<file path="config.mk">
export PLATFORM = sky130hd
export DESIGN_NAME = pmic_top
export DESIGN_NICKNAME = d
export VERILOG_FILES = /design/src/core/pmic_pkg.sv /design/src/core/pmic_top.sv
export VERILOG_INCLUDE_DIRS = /design/src /design/src/core
export SDC_FILE = /design/constraint.sdc
export NUM_CORES = 1
export LEC_CHECK = 0
export BUFFER_PORTS_ARGS = -buffer_cell sky130_fd_sc_hd__buf_2
export CAP_MARGIN = 20
export CORE_MARGIN = 3
export CORE_UTILIZATION = 25
export CTS_BUF_LIST = sky130_fd_sc_hd__clkbuf_2
export CTS_CLUSTER_SIZE = 30
export DETAILED_ROUTE_END_ITERATION = 6
export PLACE_DENSITY_LB_ADDON = 0.12
export SLEW_MARGIN = 10
export SYNTH_ARGS = -nofsm -noshare
export SYNTH_HDL_FRONTEND = slang
export SYNTH_SLANG_ARGS = --single-unit
</file>
<file path="constraint.sdc">
create_clock -name clk_sys_i -period 2 [get_ports clk_sys_i]
set_clock_uncertainty 0.15 [all_clocks]
set_input_delay 0.1 -clock clk_sys_i [delete_from_list [all_inputs] [get_ports clk_sys_i]]
set_output_delay 0.1 -clock clk_sys_i [all_outputs]
set_load 0.01 [all_outputs]
</file>
<file path="src/core/pmic_regs.svh">
// register indices, field positions and reset values of the interrupt control
`ifndef PMIC_REGS_SVH
`define PMIC_REGS_SVH
`define PMIC_ADDR_W     18
`define PMIC_IC_IDX1    16'hFEBA
`define PMIC_IC_IDX2    16'hFECC
`define PMIC_IE_IDX1    16'hFEBC
`define PMIC_IE_IDX2    16'hFECE
`define PMIC_CTL_IDX1   16'hFEB6
`define PMIC_CTL_IDX2   16'hFEC8
`define PMIC_IC_RST     8'h41
`define PMIC_IE_RST     8'h00
`define PMIC_CTL_RST1   8'h40
`define PMIC_CTL_RST2   8'hC0
`define PMIC_B_REQ      0
`define PMIC_B_MGMT     1
`define PMIC_B_CTRL     2
`define PMIC_B_SHP_LO   3
`define PMIC_B_SHP_HI   5
`define PMIC_B_MPOL     6
`define PMIC_B_TRIG     7
`define PMIC_B_EME      7
`define PMIC_B_CPOL     6
`define PMIC_B_IRQE     0
`define PMIC_B_SCIE     1
`define PMIC_B_SMIE     2
`define PMIC_B_HW_REQUEST_ENABLE    3
`define PMIC_B_HW_CTRL_ENABLE    4
`define PMIC_B_HW_MGMT_ENABLE    5
`define PMIC_SHP_LEVEL  3'h0
`define PMIC_CNT_W      5
`endif

</file>
<file path="src/core/pmic_pkg.sv">
// types shared by the power-management channel interrupt control
package pmic_pkg;
  typedef struct packed {
    logic ctrl;
    logic mgmt;
    logic request;
  } pmic_lines_s;
  typedef enum logic {
    SHP_IDLE,
    SHP_PULSE
  } pmic_shp_e;
  typedef logic [7:0] pmic_byte_t;
endpackage

</file>
<file path="src/core/pmic_top.sv">
// interrupt line control for one power-management host channel
`include "pmic_regs.svh"
`timescale 1ns/10ps
`default_nettype none
module pmic_top #(
  parameter bit CHANNEL_TWO = 1'b0
) (
  input  wire logic                     clk_sys_i,
  input  wire logic                     rst_i,
  input  wire logic                     psel_i,
  input  wire logic                     penable_i,
  input  wire logic                     pwrite_i,
  input  wire logic [`PMIC_ADDR_W-1:0]  paddr_i,
  input  wire logic [31:0]              pwdata_i,
  output logic      [31:0]              prdata_o,
  output logic                          pready_o,
  output logic                          pslverr_o,
  input  wire logic                     ibf_i,
  input  wire logic                     obf_i,
  input  wire logic                     obuf_wr_i,
  output pmic_pkg::pmic_lines_s         lines_o
);

  localparam logic [15:0] IC_IDX  =
    CHANNEL_TWO ? `PMIC_IC_IDX2 : `PMIC_IC_IDX1;
  localparam logic [15:0] IE_IDX  =
    CHANNEL_TWO ? `PMIC_IE_IDX2 : `PMIC_IE_IDX1;
  localparam logic [15:0] CTL_IDX =
    CHANNEL_TWO ? `PMIC_CTL_IDX2 : `PMIC_CTL_IDX1;
  localparam pmic_pkg::pmic_byte_t IC_RST  = `PMIC_IC_RST;
  localparam pmic_pkg::pmic_byte_t IE_RST  = `PMIC_IE_RST;
  localparam pmic_pkg::pmic_byte_t CTL_RST =
    CHANNEL_TWO ? `PMIC_CTL_RST2 : `PMIC_CTL_RST1;

  // word index to byte address, used for every register decode
  function automatic logic reg_hit(
    input logic [`PMIC_ADDR_W-1:0] addr,
    input logic [15:0]             idx
  );
    reg_hit = (addr == {idx, 2'b00});
  endfunction

  // pulse length in core clocks; reserved codes give no pulse
  function automatic logic [`PMIC_CNT_W-1:0] shp_width(
    input logic [2:0] code
  );
    unique case (code)
      3'h1:    shp_width = 5'h01;
      3'h2:    shp_width = 5'h02;
      3'h3:    shp_width = 5'h04;
      3'h4:    shp_width = 5'h08;
      3'h5:    shp_width = 5'h10;
      default: shp_width = 5'h00;
    endcase
  endfunction

  // register state
  logic                    ic_req;
  logic                    ic_mgmt;
  logic                    ic_ctrl;
  logic [2:0]              ic_shp;
  logic                    ic_mpol;
  logic                    armed;
  logic [5:0]              ie;
  logic                    enhanced_mode_enable;
  logic                    cpol;
  logic                    ibf_q;
  pmic_pkg::pmic_shp_e     sh_state;
  logic [`PMIC_CNT_W-1:0]  sh_cnt;
  pmic_pkg::pmic_lines_s   next_lines;
  pmic_pkg::pmic_byte_t    rd_byte;

  // bus decode
  wire setup_ph = psel_i & ~penable_i;
  wire access_ph = psel_i & penable_i;
  wire hit_ic = reg_hit(paddr_i, IC_IDX);
  wire hit_ie = reg_hit(paddr_i, IE_IDX);
  wire hit_ctl = reg_hit(paddr_i, CTL_IDX);
  wire any_hit = hit_ic | hit_ie | hit_ctl;
  wire wr_ic = access_ph & pwrite_i & hit_ic;
  wire wr_ie = access_ph & pwrite_i & hit_ie;
  wire wr_ctl = access_ph & pwrite_i & hit_ctl;
  wire [7:0] wbyte = pwdata_i[7:0];
  wire arm_set = wr_ic & wbyte[`PMIC_B_TRIG];

  // enable fields
  wire irqe = ie[`PMIC_B_IRQE];
  wire scie = ie[`PMIC_B_SCIE];
  wire smie = ie[`PMIC_B_SMIE];
  wire hw_request_enable = ie[`PMIC_B_HW_REQUEST_ENABLE];
  wire hw_ctrl_enable = ie[`PMIC_B_HW_CTRL_ENABLE];
  wire hw_mgmt_enable = ie[`PMIC_B_HW_MGMT_ENABLE];

  // shaper
  wire pulse_mode = (ic_shp != `PMIC_SHP_LEVEL);
  wire [`PMIC_CNT_W-1:0] width = shp_width(ic_shp);
  wire sh_start = obuf_wr_i & pulse_mode & (width != 5'h00);
  wire sh_out = pulse_mode ? (sh_state == pmic_pkg::SHP_PULSE)
                           : obf_i;

  // one-shot ctrl on input buffer flag clear
  wire ibf_fall = ibf_q & ~ibf_i;
  wire fire = armed & ibf_fall & enhanced_mode_enable;

  // active levels before polarity; legacy forces all inactive
  wire req_src = hw_request_enable ? obf_i : ic_req;
  wire mgmt_src = hw_mgmt_enable ? sh_out : ic_mgmt;
  wire ctrl_src = (hw_ctrl_enable ? obf_i : ic_ctrl) | fire;
  wire req_act = enhanced_mode_enable & irqe & req_src;
  wire mgmt_act = enhanced_mode_enable & smie & mgmt_src;
  wire ctrl_act = enhanced_mode_enable & scie & ctrl_src;

  assign next_lines.request = req_act;
  assign next_lines.mgmt = mgmt_act ^ ic_mpol;
  assign next_lines.ctrl = ctrl_act ^ cpol;

  // readback of the fw bits shows the pins, trigger always zero
  wire [7:0] rd_ic = {1'b0, ic_mpol, ic_shp, lines_o.ctrl,
                      lines_o.mgmt, lines_o.request};
  wire [7:0] rd_ie = {2'b00, ie};
  wire [7:0] rd_ctl = {enhanced_mode_enable, cpol, 6'h00};
  assign rd_byte = hit_ic ? rd_ic :
                   hit_ie ? rd_ie :
                   hit_ctl ? rd_ctl : 8'h00;

  // zero wait states: read data is caught in the setup cycle
  assign pready_o = 1'b1;
  assign pslverr_o = access_ph & ~any_hit;

  always_ff @(posedge clk_sys_i) begin
    if (rst_i) begin
      prdata_o <= 32'h0000_0000;
    end else if (setup_ph) begin
      prdata_o <= {24'h00_0000, rd_byte};
    end
  end

  always_ff @(posedge clk_sys_i) begin
    if (rst_i) begin
      ic_req  <= IC_RST[`PMIC_B_REQ];
      ic_mgmt <= IC_RST[`PMIC_B_MGMT];
      ic_ctrl <= IC_RST[`PMIC_B_CTRL];
      ic_shp  <= IC_RST[`PMIC_B_SHP_HI:`PMIC_B_SHP_LO];
      ic_mpol <= IC_RST[`PMIC_B_MPOL];
    end else if (wr_ic) begin
      ic_req  <= wbyte[`PMIC_B_REQ];
      ic_mgmt <= wbyte[`PMIC_B_MGMT];
      ic_ctrl <= wbyte[`PMIC_B_CTRL];
      ic_shp  <= wbyte[`PMIC_B_SHP_HI:`PMIC_B_SHP_LO];
      ic_mpol <= wbyte[`PMIC_B_MPOL];
    end
  end

  always_ff @(posedge clk_sys_i) begin
    if (rst_i) begin
      ie <= IE_RST[5:0];
    end else if (wr_ie) begin
      ie <= wbyte[5:0];
    end
  end

  // on channel 2 the mode bit never leaves its reset value
  always_ff @(posedge clk_sys_i) begin
    if (rst_i) begin
      enhanced_mode_enable  <= CTL_RST[`PMIC_B_EME];
      cpol <= CTL_RST[`PMIC_B_CPOL];
    end else if (wr_ctl) begin
      enhanced_mode_enable  <= CHANNEL_TWO | wbyte[`PMIC_B_EME];
      cpol <= wbyte[`PMIC_B_CPOL];
    end
  end

  // a new arm in the firing cycle wins so no request is lost
  always_ff @(posedge clk_sys_i) begin
    if (rst_i) begin
      armed <= 1'b0;
      ibf_q <= 1'b0;
    end else begin
      ibf_q <= ibf_i;
      if (arm_set) begin
        armed <= 1'b1;
      end else if (fire) begin
        armed <= 1'b0;
      end
    end
  end

  // a write during a pulse restarts it at the full width
  always_ff @(posedge clk_sys_i) begin
    if (rst_i) begin
      sh_state <= pmic_pkg::SHP_IDLE;
      sh_cnt   <= 5'h00;
    end else if (sh_start) begin
      sh_state <= pmic_pkg::SHP_PULSE;
      sh_cnt   <= width - 5'h01;
    end else begin
      unique case (sh_state)
        pmic_pkg::SHP_IDLE: begin
          sh_cnt <= 5'h00;
        end
        pmic_pkg::SHP_PULSE: begin
          if (sh_cnt == 5'h00) begin
            sh_state <= pmic_pkg::SHP_IDLE;
          end else begin
            sh_cnt <= sh_cnt - 5'h01;
          end
        end
      endcase
    end
  end

  always_ff @(posedge clk_sys_i) begin
    if (rst_i) begin
      lines_o <= {1'b1, 1'b1, 1'b0};
    end else begin
      lines_o <= next_lines;
    end
  end
endmodule
`default_nettype wire

</file>
After elaboration in Yosys (flattened, before gate mapping)
Cells that the tools add are included.

storage, ports and cells
  register bits = 34
  logic and storage cells = 75

operators by class
  bitwise gates (word level) = 28
  mux-type cells = 16
  equal/unequal tests = 9
  add/subtract/negate cells = 2
  reductions and logical operators = 4

operators with widths
  cell                                                                    number
  18-bit equality test (second input constant)                            3
  5-bit one-hot mux with 5 select lines                                   1
  8-bit 2-to-1 mux                                                        3
  1-bit bitwise AND                                                       19
  5-bit 2-to-1 mux                                                        2
  5-bit one-hot mux with 2 select lines                                   1
  5-bit by 1-bit subtractor with 5-bit output (second input constant)     2
  1-bit 2-to-1 mux                                                        9
  3-bit by 2-bit equality test with 1-bit output (second input constant)  2
  3-bit equality test (second input constant)                             2
  5-bit logical NOT                                                       1
  5-bit nonzero test                                                      1
  1-bit NOT                                                               4
  3-bit by 1-bit equality test with 1-bit output (second input constant)  1
  3-bit != test (second input constant)                                   1
  1-bit OR                                                                3
  3-bit nonzero test                                                      1
  2-bit nonzero test                                                      1
  1-bit XOR                                                               2

Longest topological paths before layout
  depth in word-level cells = 7
  mapped depth = 8
  depth with buffers taken out = 7

Worst setup path before layout
Ideal clock, no wire load.

  path kind = register -> register
  from = register ic_shp[2]
  to = register sh_cnt[3]
  cell stages (with the launch flop) = 9
  arrival time = 1696 ps
  setup slack = 59 ps
  path buffers = 1
  required time = 1755 ps
  cell sequence = dfxtp_1 > buf_2 > nand2b_1 > or2_2 > ha_1 > nand2_1 > and3b_1 > nor2_1 > a221oi_1

between the ends
  longest elaborated chain between the ends = 5
  elaborated cells on any way between the ends = 13
  those cells by class = add/sub: 1; eq/ne: 6; mux: 2; bitwise: 2; reduce/logical: 2

ends and longest elaborated chain
  what                                                                                                 line             text
  start: declaration                                                                                   pmic_top.sv:61   logic [2:0] ic_shp;
  start signal: assignment                                                                             pmic_top.sv:143  ic_shp <= IC_RST[`PMIC_B_SHP_HI:`PMIC_B_SHP_LO];
  start signal: assignment                                                                             pmic_top.sv:149  ic_shp <= wbyte[`PMIC_B_SHP_HI:`PMIC_B_SHP_LO];
  parallel branches: the longest is 5 deep, another holds 5-bit by 1-bit subtractor with 5-bit output  --
  end signal: assignment                                                                               pmic_top.sv:195  sh_cnt <= width - 5'h01;
  end signal: assignment                                                                               pmic_top.sv:205  sh_cnt <= sh_cnt - 5'h01;
  end: declaration                                                                                     pmic_top.sv:69   logic [`PMIC_CNT_W-1:0] sh_cnt;

Parallel ways; which one is timed is not known.
A chain may end at the register's enable or synchronous reset.

Final worst setup path
Ends and elaborated chain as after synthesis.

==> flow_results.xml <==
<?xml version="1.0" encoding="UTF-8"?>
<metrics>
  <group name="run_status">
    <metric name="outcome" unit="">completed</metric>
  </group>
  <group name="die">
    <metric name="die-area" unit="µm²">9250</metric>
    <metric name="die_w" unit="µm">96.2</metric>
    <metric name="rows" unit="">32</metric>
    <metric name="floorplan.initialDensity" unit="">0.260</metric>
    <metric name="die_y" unit="µm">96.2</metric>
    <metric name="core_region_area" unit="µm²">7810</metric>
    <metric name="top_level_ports" unit="">95</metric>
  </group>
  <group name="worst_hold_path">
    <metric name="min_from" unit="">paddr_i[4]</metric>
    <metric name="holdCritPathClass" unit="">in2reg</metric>
    <metric name="timing.hold.worst_path_depth" unit="">4</metric>
    <metric name="min_delay_endpoint" unit="">prdata_o[6]$_SDFFE_PP0P_</metric>
  </group>
  <group name="cells_and_area">
    <metric name="drive_gt1_frac" unit="">0.265</metric>
    <metric name="antenna_cells" unit="">0</metric>
    <metric name="postLayoutCellArea" unit="µm²">2560</metric>
    <metric name="fillers" unit="">868</metric>
    <metric name="areaGrowthSynthToFinish" unit="%">25.9</metric>
    <metric name="final_nets" unit="">367</metric>
  </group>
  <group name="setup_path">
    <metric name="reg2regPathDepth" unit="">6</metric>
    <metric name="crit_fanout" unit="">4</metric>
    <metric name="worst_ep_required_time" unit="ps">2160</metric>
    <metric name="worst-endpoint-arrival" unit="ps">2060</metric>
    <metric name="worstSetupStartpointType" unit="">flip-flop</metric>
    <metric name="worst_setup_path_startpoint" unit="">ic_shp[2]$_SDFFE_PP0N_</metric>
    <metric name="regToRegSetupSlack" unit="ps">100</metric>
    <metric name="critical_path_class" unit="">reg2reg</metric>
    <metric name="r2r_start" unit="">ic_shp[2]$_SDFFE_PP0N_</metric>
    <metric name="setup.worst_path.end_class" unit="">flip-flop</metric>
    <metric name="regToRegEndpoint" unit="">sh_cnt[3]$_SDFFE_PP0P_</metric>
  </group>
  <group name="synth">
    <metric name="yosysUniqueCellTypes" unit="">50</metric>
    <metric name="yosysMostFrequentCell" unit="">sky130_fd_sc_hd__dfxtp_1</metric>
    <metric name="synth.top_cells.by_area" unit="">sky130_fd_sc_hd__dfxtp_1, sky130_fd_sc_hd__buf_4, sky130_fd_sc_hd__nand4_1</metric>
    <metric name="synth_edf_count" unit="">0</metric>
    <metric name="synth.yosys.warnings" unit="">0</metric>
    <metric name="synth_top_cell_by_area" unit="">sky130_fd_sc_hd__dfxtp_1</metric>
    <metric name="synth_async_sr_flop_share" unit="">0</metric>
    <metric name="post_synth.cell_area_avg" unit="µm²">8.40</metric>
    <metric name="yosys-top-cells-count" unit="">sky130_fd_sc_hd__dfxtp_1, sky130_fd_sc_hd__buf_4, sky130_fd_sc_hd__o21ai_0</metric>
    <metric name="ys_ff_latch" unit="">34</metric>
    <metric name="synth_largest_type_area_fraction" unit="">0.335</metric>
    <metric name="ys_seq_area_frac" unit="">0.335</metric>
    <metric name="synth_ff_type" unit="">sky130_fd_sc_hd__dfxtp_1</metric>
    <metric name="synth_area" unit="µm²">2030</metric>
    <metric name="synthesis.instances" unit="">242</metric>
  </group>
  <group name="clock_tree">
    <metric name="clock-root-buffer" unit="">sky130_fd_sc_hd__clkbuf_2</metric>
    <metric name="clock_insertion_delay_worst_skew" unit="ps">400</metric>
    <metric name="cts_h_tree_depth" unit="">2</metric>
    <metric name="clk_pin_slew_worst_paths" unit="ps">240</metric>
    <metric name="cts-buffers-inserted" unit="">5</metric>
    <metric name="clk_path_buf_depth" unit="">2</metric>
    <metric name="tritoncts" unit="">done</metric>
    <metric name="numClockSinks" unit="">34</metric>
  </group>
  <group name="timing">
    <metric name="crit_share_post_route" unit="">0.949</metric>
    <metric name="fmax" unit="MHz">527</metric>
    <metric name="timing.final.crit_period" unit="ps">1900</metric>
    <metric name="final_hold_viol_count" unit="">0</metric>
    <metric name="hold_slack" unit="ps">36.9</metric>
    <metric name="drv_slew" unit="">0</metric>
    <metric name="setup_viol_count_final" unit="">0</metric>
  </group>
  <group name="global_route">
    <metric name="grt_pass1_vias" unit="">1676</metric>
    <metric name="grt_remaining_overflow" unit="">0</metric>
    <metric name="total_global_routing_track_utilization" unit="">0.121</metric>
    <metric name="number_of_antenna_violations_at_the_first_check_in_global_routing" unit="">0</metric>
    <metric name="first_pass_grt_wire_length" unit="mm">8.61</metric>
    <metric name="grt_start_max_net_pins" unit="">28</metric>
  </group>
  <group name="detailed_routing">
    <metric name="routedWlPerCell" unit="µm">13.5</metric>
    <metric name="route.final.wire_length" unit="mm">5.52</metric>
    <metric name="drt_drc_violations_left" unit="">0</metric>
    <metric name="firstDrtPassIters" unit="">4</metric>
    <metric name="dr.first_iter.drc_count" unit="">99</metric>
    <metric name="via_count" unit="">1897</metric>
    <metric name="final_antenna_net_count" unit="">0</metric>
    <metric name="vias_per_cell" unit="">4.65</metric>
  </group>
  <group name="pwr">
    <metric name="combinationalPowerShare" unit="">0.103</metric>
    <metric name="pwr_density_cell" unit="nW/µm²">564</metric>
    <metric name="power.net_switching" unit="W">0.000351</metric>
    <metric name="leakagePower" unit="nW">0.997</metric>
    <metric name="p_int" unit="W">0.00109</metric>
    <metric name="power.ir.vdd_worst" unit="mV">0.224</metric>
    <metric name="clockPowerShare" unit="">0.418</metric>
    <metric name="share_seq_of_total_power" unit="">0.479</metric>
    <metric name="power.switching_fraction" unit="">0.243</metric>
  </group>
  <group name="placement">
    <metric name="dpl_cell_area" unit="µm²">2300</metric>
    <metric name="dp_hpwl" unit="mm">4.08</metric>
    <metric name="place.port_buffers" unit="">45</metric>
    <metric name="globalplace.congestion" unit="">0.687</metric>
  </group>
  <group name="run">
    <metric name="cap_violations" unit="">0</metric>
  </group>
</metrics>
[cell families after synthesis]
kind of cell    after synthesis  synth area share
simple gates                 85             0.265
xor+xnor                      6            0.0259
flops                        34             0.335
fa+ha+maj                     4            0.0246
mux                           5            0.0252
other cells                   2           0.00370
compound gates               61             0.176
buf+inv                      45             0.144
[stage by stage]
step / TNS (ps) / instances / util / setup WS, ps / total power (W)
floorplan: 0 / 265 / - / 58.8 / 0.000804
global placement: -0.635 / 385 / 0.294 / -0.635 / 0.000833
detailed placement: 0 / 385 / 0.294 / 1.72 / 0.000833
CTS: 0 / 407 / 0.325 / 24.9 / 0.00146
global route: -1.54 / 408 / 0.328 / -1.54 / 0.00151
finish: 0 / 408 / 0.328 / 101 / 0.00144
[cell type report]
cell class	instances	area, µm²	share of cell area
Clock buffer	5	25.0	0.00978
Clock inverter	3	68.8	0.0269
Inverter	4	15.0	0.00587
Multi-Input combinational cell	186	1160	0.454
Sequential cell	34	682	0.267
Tap cell	102	128	0.0499
Timing Repair Buffer	74	478	0.187
[routing by layer]
layer	wire length [µm]	GRT usage
met5	0	0
met4	40	0.0355
met3	306	0.0289
met2	2500	0.177
met1	2680	0.174
[cell usage in the layout, fill, tap and decap left out, types with 2 or more instances in the layout]
master	instances
sky130_fd_sc_hd__buf_2	45
sky130_fd_sc_hd__a31oi_1	10
sky130_fd_sc_hd__nor2_1	5
sky130_fd_sc_hd__nand3_1	15
sky130_fd_sc_hd__xnor2_1	3
sky130_fd_sc_hd__a211oi_1	2
sky130_fd_sc_hd__nand3b_1	3
sky130_fd_sc_hd__nor3_1	4
sky130_fd_sc_hd__nand2b_1	3
sky130_fd_sc_hd__dlygate4sd3_1	14
sky130_fd_sc_hd__a21oi_1	18
sky130_fd_sc_hd__o21ai_0	20
sky130_fd_sc_hd__mux2i_1	4
sky130_fd_sc_hd__conb_1	25
sky130_fd_sc_hd__o211ai_1	2
sky130_fd_sc_hd__clkbuf_2	5
sky130_fd_sc_hd__inv_1	4
sky130_fd_sc_hd__and3_1	4
sky130_fd_sc_hd__nand4_1	17
sky130_fd_sc_hd__buf_4	15
sky130_fd_sc_hd__nor3b_1	2
sky130_fd_sc_hd__dfxtp_1	33
sky130_fd_sc_hd__and2_1	2
sky130_fd_sc_hd__xor2_1	3
sky130_fd_sc_hd__ha_1	3
sky130_fd_sc_hd__nor2b_1	3
sky130_fd_sc_hd__bufinv_16	2
sky130_fd_sc_hd__nand2_1	12
sky130_fd_sc_hd__nand4b_1	2
[worst max path at each step]
stage,endpoint,slack [ps],depth (start not counted)
after global routing,sh_cnt[3]$_SDFFE_PP0P_,-2,6
after floorplan,sh_cnt[3]$_SDFFE_PP0P_,60,8
final,sh_cnt[3]$_SDFFE_PP0P_,100,6
after global placement,sh_cnt[3]$_SDFFE_PP0P_,-0.6,7
after detailed placement,sh_cnt[3]$_SDFFE_PP0P_,2,7
after CTS,sh_cnt[3]$_SDFFE_PP0P_,20,7
[state kept, by name, indices dropped and copies added, names as in the netlist, 3 cells and up]
| signal | cells |
|---|---|
| ic_shp | 3 |
| prdata_o | 8 |
| sh_cnt | 5 |
| lines_o | 3 |
| ie | 6 |
[power by group through the flow]
stage,Sequential [W],Combinational [W],Clock [W]
finish,0.000692,0.000148,0.000603
global route,0.000694,0.000167,0.000652
CTS,0.000692,0.000149,0.000619
detailed placement,0.000705,0.000128,0
global placement,0.000705,0.000128,0
floorplan,0.000709,0.0000959,0
[critical path, cell delays in order (launching register included)]
cell and delay (ps):
sky130_fd_sc_hd__dfxtp_1 340, sky130_fd_sc_hd__nand2b_1 140, sky130_fd_sc_hd__or2_2 300, sky130_fd_sc_hd__ha_2 210, sky130_fd_sc_hd__a21oi_1 300, sky130_fd_sc_hd__nor2_1 130, sky130_fd_sc_hd__a221oi_2 280
[what timing repair did]
| item | 4_1_cts | 5_1_grt |
|---|---|---|
| endpoints found under the setup margin | 1 | 4 |
| setup buffers | 0 | 1 |
| hold buffers | 14 | 0 |
| pin swaps | 0 | 2 |
| hold endpoints to repair | 28 | 0 |
| resized for setup | 1 | 5 |
Power figures use the tool's default switching activity.
